[config.mk]
export PLATFORM = sky130hd
export DESIGN_NAME = cce_exec
export DESIGN_NICKNAME = d
export VERILOG_FILES = /design/src/core/cce_pkg.sv /design/src/core/cce_dec_if.sv /design/src/core/cce_decode.sv /design/src/core/cce_exec.sv
export SDC_FILE = /design/constraint.sdc
export NUM_CORES = 1
export LEC_CHECK = 0
export BUFFER_PORTS_ARGS = -buffer_cell sky130_fd_sc_hd__buf_2
export CAP_MARGIN = 15
export CELL_PAD_IN_SITES_DETAIL_PLACEMENT = 1
export CELL_PAD_IN_SITES_GLOBAL_PLACEMENT = 1
export CORE_MARGIN = 2
export CORE_UTILIZATION = 52
export DETAILED_ROUTE_END_ITERATION = 6
export PLACE_DENSITY_LB_ADDON = 0.12
export SKIP_CTS_REPAIR_TIMING = 1
export SKIP_LAST_GASP = 1
export SYNTH_ARGS = -nofsm -noshare
export SYNTH_HDL_FRONTEND = slang
export SYNTH_HIERARCHICAL = 1
export SYNTH_SLANG_ARGS = --single-unit
[constraint.sdc]
create_clock -name pclk -period 23.5 [get_ports pclk]
set_input_delay 1.175 -clock pclk [delete_from_list [all_inputs] [get_ports pclk]]
set_output_delay 1.175 -clock pclk [all_outputs]
set_load 0.05 [all_outputs]
[src/core/cce_pkg.sv]
// shared constants and types for the clear/complement execution block
package cce_pkg;
	// apb register byte offsets
	localparam logic [7:0] CCE_INSTR_OFS  = 8'h00;
	localparam logic [7:0] CCE_WORK_OFS   = 8'h04;
	localparam logic [7:0] CCE_STATUS_OFS = 8'h08;
	localparam logic [7:0] CCE_WDOG_OFS   = 8'h0C;
	localparam logic [7:0] CCE_FADDR_OFS  = 8'h10;
	localparam logic [7:0] CCE_FDATA_OFS  = 8'h14;
	localparam logic [7:0] CCE_COUNT_OFS  = 8'h18;

	// status field positions
	localparam int CCE_ST_ZERO_BIT    = 0;
	localparam int CCE_ST_PWRDN_N_BIT = 1;
	localparam int CCE_ST_TMOUT_N_BIT = 2;
	localparam int CCE_ST_UNKNOWN_BIT = 3;
	localparam int CCE_ST_WIDTH       = 4;
	// watchdog register fields: counter low byte, prescaler next byte
	localparam int CCE_WD_CNT_LSB = 0;
	localparam int CCE_WD_PRE_LSB = 8;

	// reset values
	localparam logic [7:0]              CCE_WORK_RST   = 8'h00;
	localparam logic [CCE_ST_WIDTH-1:0] CCE_STATUS_RST = 4'h6;
	localparam logic [7:0]              CCE_WDOG_RST   = 8'h00;
	localparam logic [13:0]             CCE_INSTR_RST  = 14'h0000;

	// instruction encodings and the masks they are compared under
	localparam logic [13:0] CCE_CLEAR_FILE_PAT  = 14'h0180;
	localparam logic [13:0] CCE_CLEAR_FILE_MSK  = 14'h3F80;
	localparam logic [13:0] CCE_CLEAR_WORK_PAT  = 14'h0103;
	localparam logic [13:0] CCE_INVERT_FILE_PAT = 14'h0900;
	localparam logic [13:0] CCE_INVERT_FILE_MSK = 14'h3F00;
	localparam logic [13:0] CCE_KICK_WDOG_PAT   = 14'h0064;
	localparam logic [13:0] CCE_FULL_MSK        = 14'h3FFF;
	localparam int          CCE_DEST_BIT        = 7;

	// data path sizes and timing
	localparam int CCE_FILE_DEPTH = 128;
	localparam int CCE_ADDR_W     = 7;
	localparam int CCE_EXEC_CYCLES = 1;

	typedef enum logic [2:0]
	{
		CCE_OP_NONE,
		CCE_OP_CLEAR_FILE,
		CCE_OP_CLEAR_WORK,
		CCE_OP_INVERT_FILE,
		CCE_OP_KICK_WDOG
	} cce_op_e;
endpackage : cce_pkg

[src/core/cce_dec_if.sv]
// decoded instruction bundle between decoder and execution core
`timescale 1ns/1ps
interface cce_dec_if;
	import cce_pkg::*;
	logic [13:0]           word;
	cce_op_e               op;
	logic                  to_file;
	logic [CCE_ADDR_W-1:0] faddr;

	modport dec (input word, output op, output to_file, output faddr);
	modport exe (output word, input op, input to_file, input faddr);
endinterface : cce_dec_if

[src/core/cce_decode.sv]
// combinational decoder for the clear and complement instruction group
`timescale 1ns/1ps
module cce_decode
	import cce_pkg::*;
(
	cce_dec_if.dec d
);
	// a word matches a pattern when its masked bits agree
	function automatic logic cce_match(input logic [13:0] w, input logic [13:0] pat,
		input logic [13:0] msk);
		cce_match = ((w & msk) == pat);
	endfunction : cce_match

	wire hit_clear_work  = cce_match(d.word, CCE_CLEAR_WORK_PAT, CCE_FULL_MSK);
	wire hit_kick_wdog   = cce_match(d.word, CCE_KICK_WDOG_PAT, CCE_FULL_MSK);
	wire hit_clear_file  = cce_match(d.word, CCE_CLEAR_FILE_PAT, CCE_CLEAR_FILE_MSK);
	wire hit_invert_file = cce_match(d.word, CCE_INVERT_FILE_PAT, CCE_INVERT_FILE_MSK);

	// fixed patterns first; the clear-work word never overlaps clear-file anyway
	assign d.op = hit_clear_work  ? CCE_OP_CLEAR_WORK :
	              hit_kick_wdog   ? CCE_OP_KICK_WDOG :
	              hit_clear_file  ? CCE_OP_CLEAR_FILE :
	              hit_invert_file ? CCE_OP_INVERT_FILE : CCE_OP_NONE;
	assign d.to_file = d.word[CCE_DEST_BIT];
	assign d.faddr   = d.word[CCE_ADDR_W-1:0];
endmodule : cce_decode

[src/core/cce_exec.sv]
// apb-reached execution core for clear, clear-work, complement and watchdog kick
//
// Contract
// - clear-file writes zero to the addressed file register and sets zero flag
// - clear-work zeroes the working register and sets zero flag; exact word only
// - complement inverts the addressed file register and sets zero from result
// - complement destination bit low goes to working register, high back to file
// - watchdog kick zeroes the watchdog counter and its prescaler
// - watchdog kick sets timeout and powerdown flags, leaves zero flag alone
//
// The register addresses and the APB interface to the registers were chosen for this implementation.
`timescale 1ns/1ps
module cce_exec
	import cce_pkg::*;
(
	input  wire logic        pclk,
	input  wire logic        presetn,
	input  wire logic        psel,
	input  wire logic        penable,
	input  wire logic        pwrite,
	input  wire logic [31:0] paddr,
	input  wire logic [31:0] pwdata,
	output logic      [31:0] prdata,
	output logic             pready,
	output logic             pslverr,
	output logic      [7:0]  work_reg,
	output logic             zero_flag,
	output logic             timeout_flag_n,
	output logic             powerdown_flag_n,
	output logic      [7:0]  watchdog_counter,
	output logic      [7:0]  watchdog_prescale,
	output logic             exec_done
);
	import cce_pkg::*;

	// state
	logic [13:0]             instr_r;
	logic                    pend_r;
	logic [7:0]              work_r;
	logic [CCE_ST_WIDTH-1:0] status_r;
	logic [7:0]              wdog_r;
	logic [7:0]              pre_r;
	logic [CCE_ADDR_W-1:0]   faddr_r;
	logic [15:0]             count_r;
	logic [31:0]             prdata_r;
	logic                    pready_r;
	logic                    pslverr_r;
	logic                    done_r;
	logic [7:0]              file_mem [0:CCE_FILE_DEPTH-1];

	function automatic logic cce_is_zero(input logic [7:0] v);
		cce_is_zero = (v == 8'h00);
	endfunction : cce_is_zero

	// decoder sees the latched word
	cce_dec_if dbus ();
	assign dbus.word = instr_r;
	cce_decode u_dec
	(
		.d (dbus)
	);

	// apb decode; the access cycle before pready is used to register read data
	wire        acc_first = psel & penable & ~pready_r;
	wire        acc_done  = psel & penable & pready_r;
	wire [7:0]  ofs       = paddr[7:0];
	wire        hi_zero   = (paddr[31:8] == 24'h000000) & (paddr[1:0] == 2'b00);
	wire        sel_instr  = hi_zero & (ofs == CCE_INSTR_OFS);
	wire        sel_work   = hi_zero & (ofs == CCE_WORK_OFS);
	wire        sel_status = hi_zero & (ofs == CCE_STATUS_OFS);
	wire        sel_wdog   = hi_zero & (ofs == CCE_WDOG_OFS);
	wire        sel_faddr  = hi_zero & (ofs == CCE_FADDR_OFS);
	wire        sel_fdata  = hi_zero & (ofs == CCE_FDATA_OFS);
	wire        sel_count  = hi_zero & (ofs == CCE_COUNT_OFS);
	wire        mapped     = sel_instr | sel_work | sel_status | sel_wdog | sel_faddr |
	                         sel_fdata | sel_count;
	wire        wr_ok      = acc_done & pwrite & mapped;

	// execution datapath for the latched instruction
	wire [7:0]  src_val   = file_mem[dbus.faddr];
	wire [7:0]  inv_val   = ~src_val;
	wire        ex_live   = pend_r;
	wire        ex_cfile  = ex_live & (dbus.op == CCE_OP_CLEAR_FILE);
	wire        ex_cwork  = ex_live & (dbus.op == CCE_OP_CLEAR_WORK);
	wire        ex_inv    = ex_live & (dbus.op == CCE_OP_INVERT_FILE);
	wire        ex_kick   = ex_live & (dbus.op == CCE_OP_KICK_WDOG);
	wire        ex_bad    = ex_live & (dbus.op == CCE_OP_NONE);
	wire        file_we_x = ex_cfile | (ex_inv & dbus.to_file);
	wire [7:0]  file_wd_x = ex_cfile ? 8'h00 : inv_val;
	wire        work_we_x = ex_cwork | (ex_inv & ~dbus.to_file);
	wire [7:0]  work_wd_x = ex_cwork ? 8'h00 : inv_val;

	// read mux, sampled in the first access cycle
	wire [31:0] rd_mux =
		sel_instr  ? {18'h00000, instr_r} :
		sel_work   ? {24'h000000, work_r} :
		sel_status ? {28'h0000000, status_r} :
		sel_wdog   ? {16'h0000, pre_r, wdog_r} :
		sel_faddr  ? {25'h0000000, faddr_r} :
		sel_fdata  ? {24'h000000, file_mem[faddr_r]} :
		sel_count  ? {16'h0000, count_r} : 32'h00000000;

	// apb handshake: one wait state so prdata comes from a flop
	always_ff @(posedge pclk or negedge presetn)
	begin
		if (!presetn)
		begin
			pready_r  <= 1'b0;
			pslverr_r <= 1'b0;
			prdata_r  <= 32'h00000000;
		end
		else
		begin
			pready_r  <= acc_first;
			pslverr_r <= acc_first & ~mapped;
			prdata_r  <= (acc_first & ~pwrite) ? rd_mux : 32'h00000000;
		end
	end

	// instruction latch; a write arms exactly one execution cycle
	always_ff @(posedge pclk or negedge presetn)
	begin
		if (!presetn)
		begin
			instr_r <= CCE_INSTR_RST;
			pend_r  <= 1'b0;
			done_r  <= 1'b0;
			count_r <= 16'h0000;
		end
		else
		begin
			pend_r <= wr_ok & sel_instr;
			done_r <= pend_r;
			if (wr_ok & sel_instr)
				instr_r <= pwdata[13:0];
			if (pend_r & ~ex_bad)
				count_r <= count_r + 16'h0001;
		end
	end

	// working register: software write first, execution overrides
	always_ff @(posedge pclk or negedge presetn)
	begin
		if (!presetn)
			work_r <= CCE_WORK_RST;
		else if (work_we_x)
			work_r <= work_wd_x;
		else if (wr_ok & sel_work)
			work_r <= pwdata[7:0];
	end

	// status flags; hardware sets win over a software clear in the same cycle
	always_ff @(posedge pclk or negedge presetn)
	begin
		if (!presetn)
			status_r <= CCE_STATUS_RST;
		else
		begin
			if (wr_ok & sel_status)
				status_r <= pwdata[CCE_ST_WIDTH-1:0];
			if (ex_cfile | ex_cwork)
				status_r[CCE_ST_ZERO_BIT] <= 1'b1;
			if (ex_inv)
				status_r[CCE_ST_ZERO_BIT] <= cce_is_zero(inv_val);
			if (ex_kick)
			begin
				status_r[CCE_ST_TMOUT_N_BIT] <= 1'b1;
				status_r[CCE_ST_PWRDN_N_BIT] <= 1'b1;
			end
			if (ex_bad)
				status_r[CCE_ST_UNKNOWN_BIT] <= 1'b1;
		end
	end

	// watchdog counter and prescaler; counting itself lives elsewhere
	always_ff @(posedge pclk or negedge presetn)
	begin
		if (!presetn)
		begin
			wdog_r <= CCE_WDOG_RST;
			pre_r  <= CCE_WDOG_RST;
		end
		else if (ex_kick)
		begin
			wdog_r <= CCE_WDOG_RST;
			pre_r  <= CCE_WDOG_RST;
		end
		else if (wr_ok & sel_wdog)
		begin
			wdog_r <= pwdata[CCE_WD_CNT_LSB +: 8];
			pre_r  <= pwdata[CCE_WD_PRE_LSB +: 8];
		end
	end

	// file address pointer for software access
	always_ff @(posedge pclk or negedge presetn)
	begin
		if (!presetn)
			faddr_r <= '0;
		else if (wr_ok & sel_faddr)
			faddr_r <= pwdata[CCE_ADDR_W-1:0];
	end

	// file register array: no reset, contents are undefined until written
	always_ff @(posedge pclk)
	begin
		if (file_we_x)
			file_mem[dbus.faddr] <= file_wd_x;
		else if (wr_ok & sel_fdata)
			file_mem[faddr_r] <= pwdata[7:0];
	end

	// outputs straight from flops
	assign prdata            = prdata_r;
	assign pready            = pready_r;
	assign pslverr           = pslverr_r;
	assign work_reg          = work_r;
	assign zero_flag         = status_r[CCE_ST_ZERO_BIT];
	assign timeout_flag_n    = status_r[CCE_ST_TMOUT_N_BIT];
	assign powerdown_flag_n  = status_r[CCE_ST_PWRDN_N_BIT];
	assign watchdog_counter  = wdog_r;
	assign watchdog_prescale = pre_r;
	assign exec_done         = done_r;
endmodule : cce_exec

Yosys cells after proc, flatten, opt, wreduce, memory -nomap -nowiden. Memories as Yosys holds them, arrays and structs flattened. Index checks and enable logic that the tools add are counted.

Add/sub/neg operators: 1. Equality and inequality tests: 14. Multiplexer cells: 33. Bitwise logic cells: 44. Reduce and logical (&&, ||, !) cells: 11.

Operators by type and width (number): $mux W16 (8); $mux W8 (9); $and A1 B1 Y1 (29); $eq A8 B5 Y1 const B (3); $logic_not A24 Y1 (1); $add A16 B1 Y16 const B (1); $eq A8 B4 Y1 const B (2); $logic_not A8 Y1 (2); $eq A14 B7 Y1 const B (1); $eq A14 B9 Y1 const B (1); $mux W1 (9); $or A1 B1 Y1 (9); $eq A8 B3 Y1 const B (1); $not A8 Y8 (1); $reduce_bool A2 Y1 (4); $reduce_or A8 Y1 (1); $eq A7 B2 Y1 const B (1); $mux W7 (1); $eq A3 B2 Y1 const B (2); $eq A6 B4 Y1 const B (1); $mux W2 (3); $mux W3 (2); $not A1 Y1 (5); $mux W4 (1); other kinds (5) (5).

Register bits: 85. RAM bits: 1024. Input port bits: 69. Output and inout port bits: 62. Logic and storage cells: 118. Memories: 1.

Memory list: file_mem (words 128, bits a word 8, rd ports 2, clocked after memory_dff 0, write ports 1, RTL line cce_exec.sv:49) `logic [7:0] file_mem [0:CCE_FILE_DEPTH-1];`.

Depth between registers and ports, before layout.
Word-level depth: 16. Gate-level depth with buffers: 15. Depth with buffers taken out: 10.

By module. Netlist, hierarchy kept.

Modules (own cells, without submodules): cce_exec (times used 1, cells an instance 2863, area each 52535.4 um^2, seq. area each 32879.0 um^2); cce_decode (times used 1, cells an instance 21, area each 167.7 um^2, seq. area each 0.0 um^2).

Worst setup path after synthesis. No wires, ideal clock.

Path kind: input port to flip-flop. Start: in paddr[2]. End: mem file_mem[0][5], data pin. Library setup time: 1.197 ns. Arrival time: 7.691 ns. Data required time: 22.303 ns. Slack: 14.611 ns. Stages on the path: 10. Path buffers: 4. Cells stage by stage: buf_2 > a211o_1 > o21ai_0 > nor4b_4 > and3_1 > buf_4 > buf_6 > buf_2 > or2_2 > o21ai_0.

Word-level cells in the longest chain between the ends: 15. Elaborated cells between the ends (all ways): 27. Classes of those cells: eq/ne: 6; mux: 4; bitwise: 15; reduce/logical: 2.

RTL lines: from (decl) (RTL line cce_exec.sv:21) `input wire logic [31:0] paddr,`; $eq A8 B3 Y1 or $logic_not A8 Y1 (tied branches) (RTL line cce_exec.sv:69, cce_exec.sv:68); $and A1 B1 Y1, on equally long branches (RTL line cce_exec.sv:69, cce_exec.sv:68); $or A1 B1 Y1 (5 in series) (RTL line cce_exec.sv:75) `wire mapped = sel_instr | sel_work | sel_status | sel_wdog | sel_faddr |`; $or A1 B1 Y1 (RTL line cce_exec.sv:76) `sel_fdata | sel_count;`; $and A1 B1 Y1 (RTL line cce_exec.sv:77) `wire wr_ok = acc_done & pwrite & mapped;`; $and A1 B1 Y1 (*) (RTL line cce_exec.sv:209) `else if (wr_ok & sel_fdata)`; $mux W1 (*) (RTL line cce_exec.sv:209); $mux W1 (*) (RTL line cce_exec.sv:207) `if (file_we_x)`; $mux W1 (not written as such) (*) (RTL line cce_exec.sv:210) `file_mem[faddr_r] <= pwdata[7:0];`; $reduce_or A8 Y1 (no line) (*); $mux W8 (no line) (*); to (decl) (RTL line cce_exec.sv:49).

Mark *: on every way between the ends. The rest lies on a longest branch, timed or not.

Worst setup path after layout.
Start: reg instr_r[0] (netlist: dbus.word[0]). End: mem file_mem[13][4], data pin.

Word-level cells in the longest chain between the ends: 11. Elaborated cells between the ends (all ways): 17. Classes of those cells: eq/ne: 4; mux: 6; bitwise: 5; reduce/logical: 1; memory: 1.

RTL lines: from (decl) (RTL line cce_exec.sv:37) `logic [13:0] instr_r;`; from (signal assigned) (RTL line cce_exec.sv:135) `instr_r <= pwdata[13:0];`; $eq A14 B7 Y1 (RTL line cce_decode.sv:11) `cce_match = ((w & msk) == pat);`; $mux W3 (RTL line cce_decode.sv:21) `hit_kick_wdog ? CCE_OP_KICK_WDOG :`; $mux W3 (RTL line cce_decode.sv:20) `assign d.op = hit_clear_work ? CCE_OP_CLEAR_WORK :`; $eq A3 B2 Y1 (RTL line cce_exec.sv:85) `wire ex_inv = ex_live & (dbus.op == CCE_OP_INVERT_FILE);`; $and A1 B1 Y1 (RTL line cce_exec.sv:85); $and A1 B1 Y1 (RTL line cce_exec.sv:88) `wire file_we_x = ex_cfile | (ex_inv & dbus.to_file);`; $or A1 B1 Y1 (RTL line cce_exec.sv:88); $mux W1 (RTL line cce_exec.sv:207); $mux W1 (not written as such) (RTL line cce_exec.sv:210); $reduce_or A8 Y1 (no line); $mux W8 (no line) (*).

Marks and branches as above.

==> results.toml <==
[outcome]
outcome = "finished, violations left"
violations = "DRC"

[synthesis]
ys.flop_type = "edfxtp_1"
synth_edf_count = 1024
seq_area_frac_synth_pct = 62.4
synth_top_family_by_area = "multiplexers"
synth_most_common_cell = "edfxtp_1"
yosys.area_share.adder_pct = 0.0237
synthMuxAreaShare_pct = 25.6
async_flop_share_pct = 7.66
ys_seq_elements = 1109
synthCells = 2884
synthDistinctLibCells = 77
netlist_top_cells_area = "edfxtp_1 58%, mux4_2 23%, dfrtp_1 3.9%, mux2i_1 1.7%, nor2_1 1.2%"
yosys.area_share.simple_pct = 5.00
synth_compound_area_share_pct = 3.86
ys_top_cells_by_count = "1024 x edfxtp_1, 537 x mux4_2, 175 x nor2_1"
synth_warnings = 6
avgSynthCellArea_um2 = 18.3
synth_xor_area_share_pct = 0.249
synth_area_um2 = 52700
yosysTopAreaCellShare_pct = 58.3
synth_top_cell_by_area = "edfxtp_1"

[die]
io_pins = 131
die_x_um = 322
coreArea_um2 = 100000
die_y_um = 322
num_rows = 116
start_util_pct = 52.6
die-area_um2 = 104000

[timing]
setup_tns_ps = 0
max_freq_ghz = 0.144
maxSlewHeadroom_pct = 19.3
whs_ps = 470
min_period_ps = 6960
setup_slack_ps = 16540
rsz0062_at_grt = "no"
finalHoldViolCount = 0
fin_worst_skew_ps = 40.0
slew_viol_final = 0
worst_pin_slew_ps = 1210
setup_viol = 0
min_period_over_period_pct = 29.6

[cts]
ctsHtreeMaxLevel = 3
clkLatencyLatePin_ps = 730
cts_tree = "yes"
clk_path_buf_depth = 3
cts_root_buffer = "clkbuf_16"
cts.sinks = 1109
path_clk_slew_ps = 60
cts_made_buffers = 119

[detailed_routing]
vias = 31469
drtIter0Drc = 4315
viasPerCell = 7.13
drc = 1
ant_nets = 0
wl_um = 171000
drt_pre_antenna_iters = 7
wl_per_cell_um = 38.8

[worst_hold_path]
hp-class = "reg -> reg"
worstHoldStart = "ex_live"

[setup_path]
crit_path_start_kind = "flip-flop"
cp.arrival_ps = 7300
r2r-start = "dbus.word[0]"
crit_type = "reg -> reg"
slowest_stage = "buf_4"
slowest_delay_ps = 900
required_ps = 23840
crit_path_end_kind = "flip-flop"
crit_top_cell = "buf_4"
crit_start = "dbus.word[0]"
path_cells = "buf_12 > buf_4 > mux4_2 > a221oi_1 > o21ai_0 > nand3_1 > o32ai_2 > o21ai_4 > buf_4"
critPathMaxFanout = 96

[finish]
fin_util_pct = 57.8
final_nets = 3029
largest_register_ff_count = 1024
areaGrowthSynthToFinish_pct = 10.0
drive_above_1_share_pct = 32.0
top_register = "file_mem"

[grt]
grt_pass1_wl_um = 245000
antenna_found_initial = 6
grt_max_degree = 105
grt_pass1_vias = 32543
grt_overflow_total = 0
grt_usage_pct = 33.6

[job]
drv_cap = 0

[place]
preCtsSetupSlack_ps = 16700
place.gp.congestion = 0.908
hpwlAfterDp_um = 111000
port_buffers = 98

[power_and_ir_drop]
powerDensity_nw_per_um2 = 68.3
vdd_drop_max_v = 0.0000577
p_leak_nw = 15.7
-- layer usage --
| metal | part of all wire [%] | global-route usage [%] |
|---|---|---|
| met5 | 0.023 | 0 |
| met4 | 5.6 | 16.5 |
| met3 | 10 | 7.44 |
| met2 | 47 | 52.0 |
| met1 | 37 | 45.5 |
-- report_power, final --
group / leakage (nW) / switching, mW / total (mW) / internal [mW]
sequential: 8.46 / 0.000180 / 2.12 / 2.12
combinational: 5.46 / 0.0160 / 0.0205 / 0.00455
clock: 1.80 / 0.789 / 1.82 / 1.03
total: 15.7 / 0.805 / 3.96 / 3.16
-- worst paths after layout --
kind                                        end  cells after the start  slack, ps
max in group asynchronous            faddr_r[2]                      1      22010
worst max-delay path            file_mem[13][4]                      9      16540
worst min-delay path                  exec_done                      0        470
worst min register to register        exec_done                      0        470
min in group asynchronous            prdata[15]                      1        660
worst max register to register  file_mem[13][4]                      9      16540
-- per-stage QoR --
step                instance area (um2)  power [mW]  cells
floorplan                         52800        2.18   2899
global route                      58000        4.04   4412
global placement                  54200        2.19   4191
detailed placement                54200        2.19   4191
CTS                               57900        3.97   4408
finish                            58000        3.96   4413
-- kinds of logic (layout without fill, tap and decap cells) --
family	count (synthesis)	after routing
flops	1109	1109
mux	672	672
simple gates	544	544
compound gates	297	297
buf+inv	245	401
xor+xnor	15	15
fa+ha+maj	1	1
other cells	1	17
-- cells in the final DEF, fill, tap and decap left out, drive strengths merged, types with 11 or more instances in the layout --
| cell | count |
|---|---|
| a22oi | 46 |
| nor4 | 18 |
| o22ai | 67 |
| nor2 | 175 |
| or4 | 13 |
| o2111ai | 11 |
| nand2b | 17 |
| inv | 12 |
| a31oi | 25 |
| conb | 16 |
| clkinv | 51 |
| mux2 | 45 |
| nand2 | 156 |
| a21oi | 38 |
| nor3 | 44 |
| nand3 | 34 |
| o21ai | 41 |
| nor2b | 19 |
| edfxtp | 1024 |
| clkbuf | 153 |
| buf | 173 |
| dfrtp | 83 |
| mux4 | 537 |
| and3 | 13 |
| mux2i | 90 |
| or3 | 11 |
-- critical path, delay by kind of cell, from the launching register on --
family                 cells  cell delay (ps)
muxes                      1              640
buffers and inverters      3             2270
AOI/OAI and AO/OA          4             1770
and+or+nand+nor            1              480
DFF                        1              880
-- layout make-up --
class	instances	area [um2]
flip-flops and latches	1109	32900
diodes	1	2.50
clock inverters	64	505
well taps	1357	1700
inverters	11	41.3
repair buffers	173	1130
clock buffers	153	3190
fillers	8746	42300
multi-input cells	1545	18500
(Power assumes the default switching activity.)
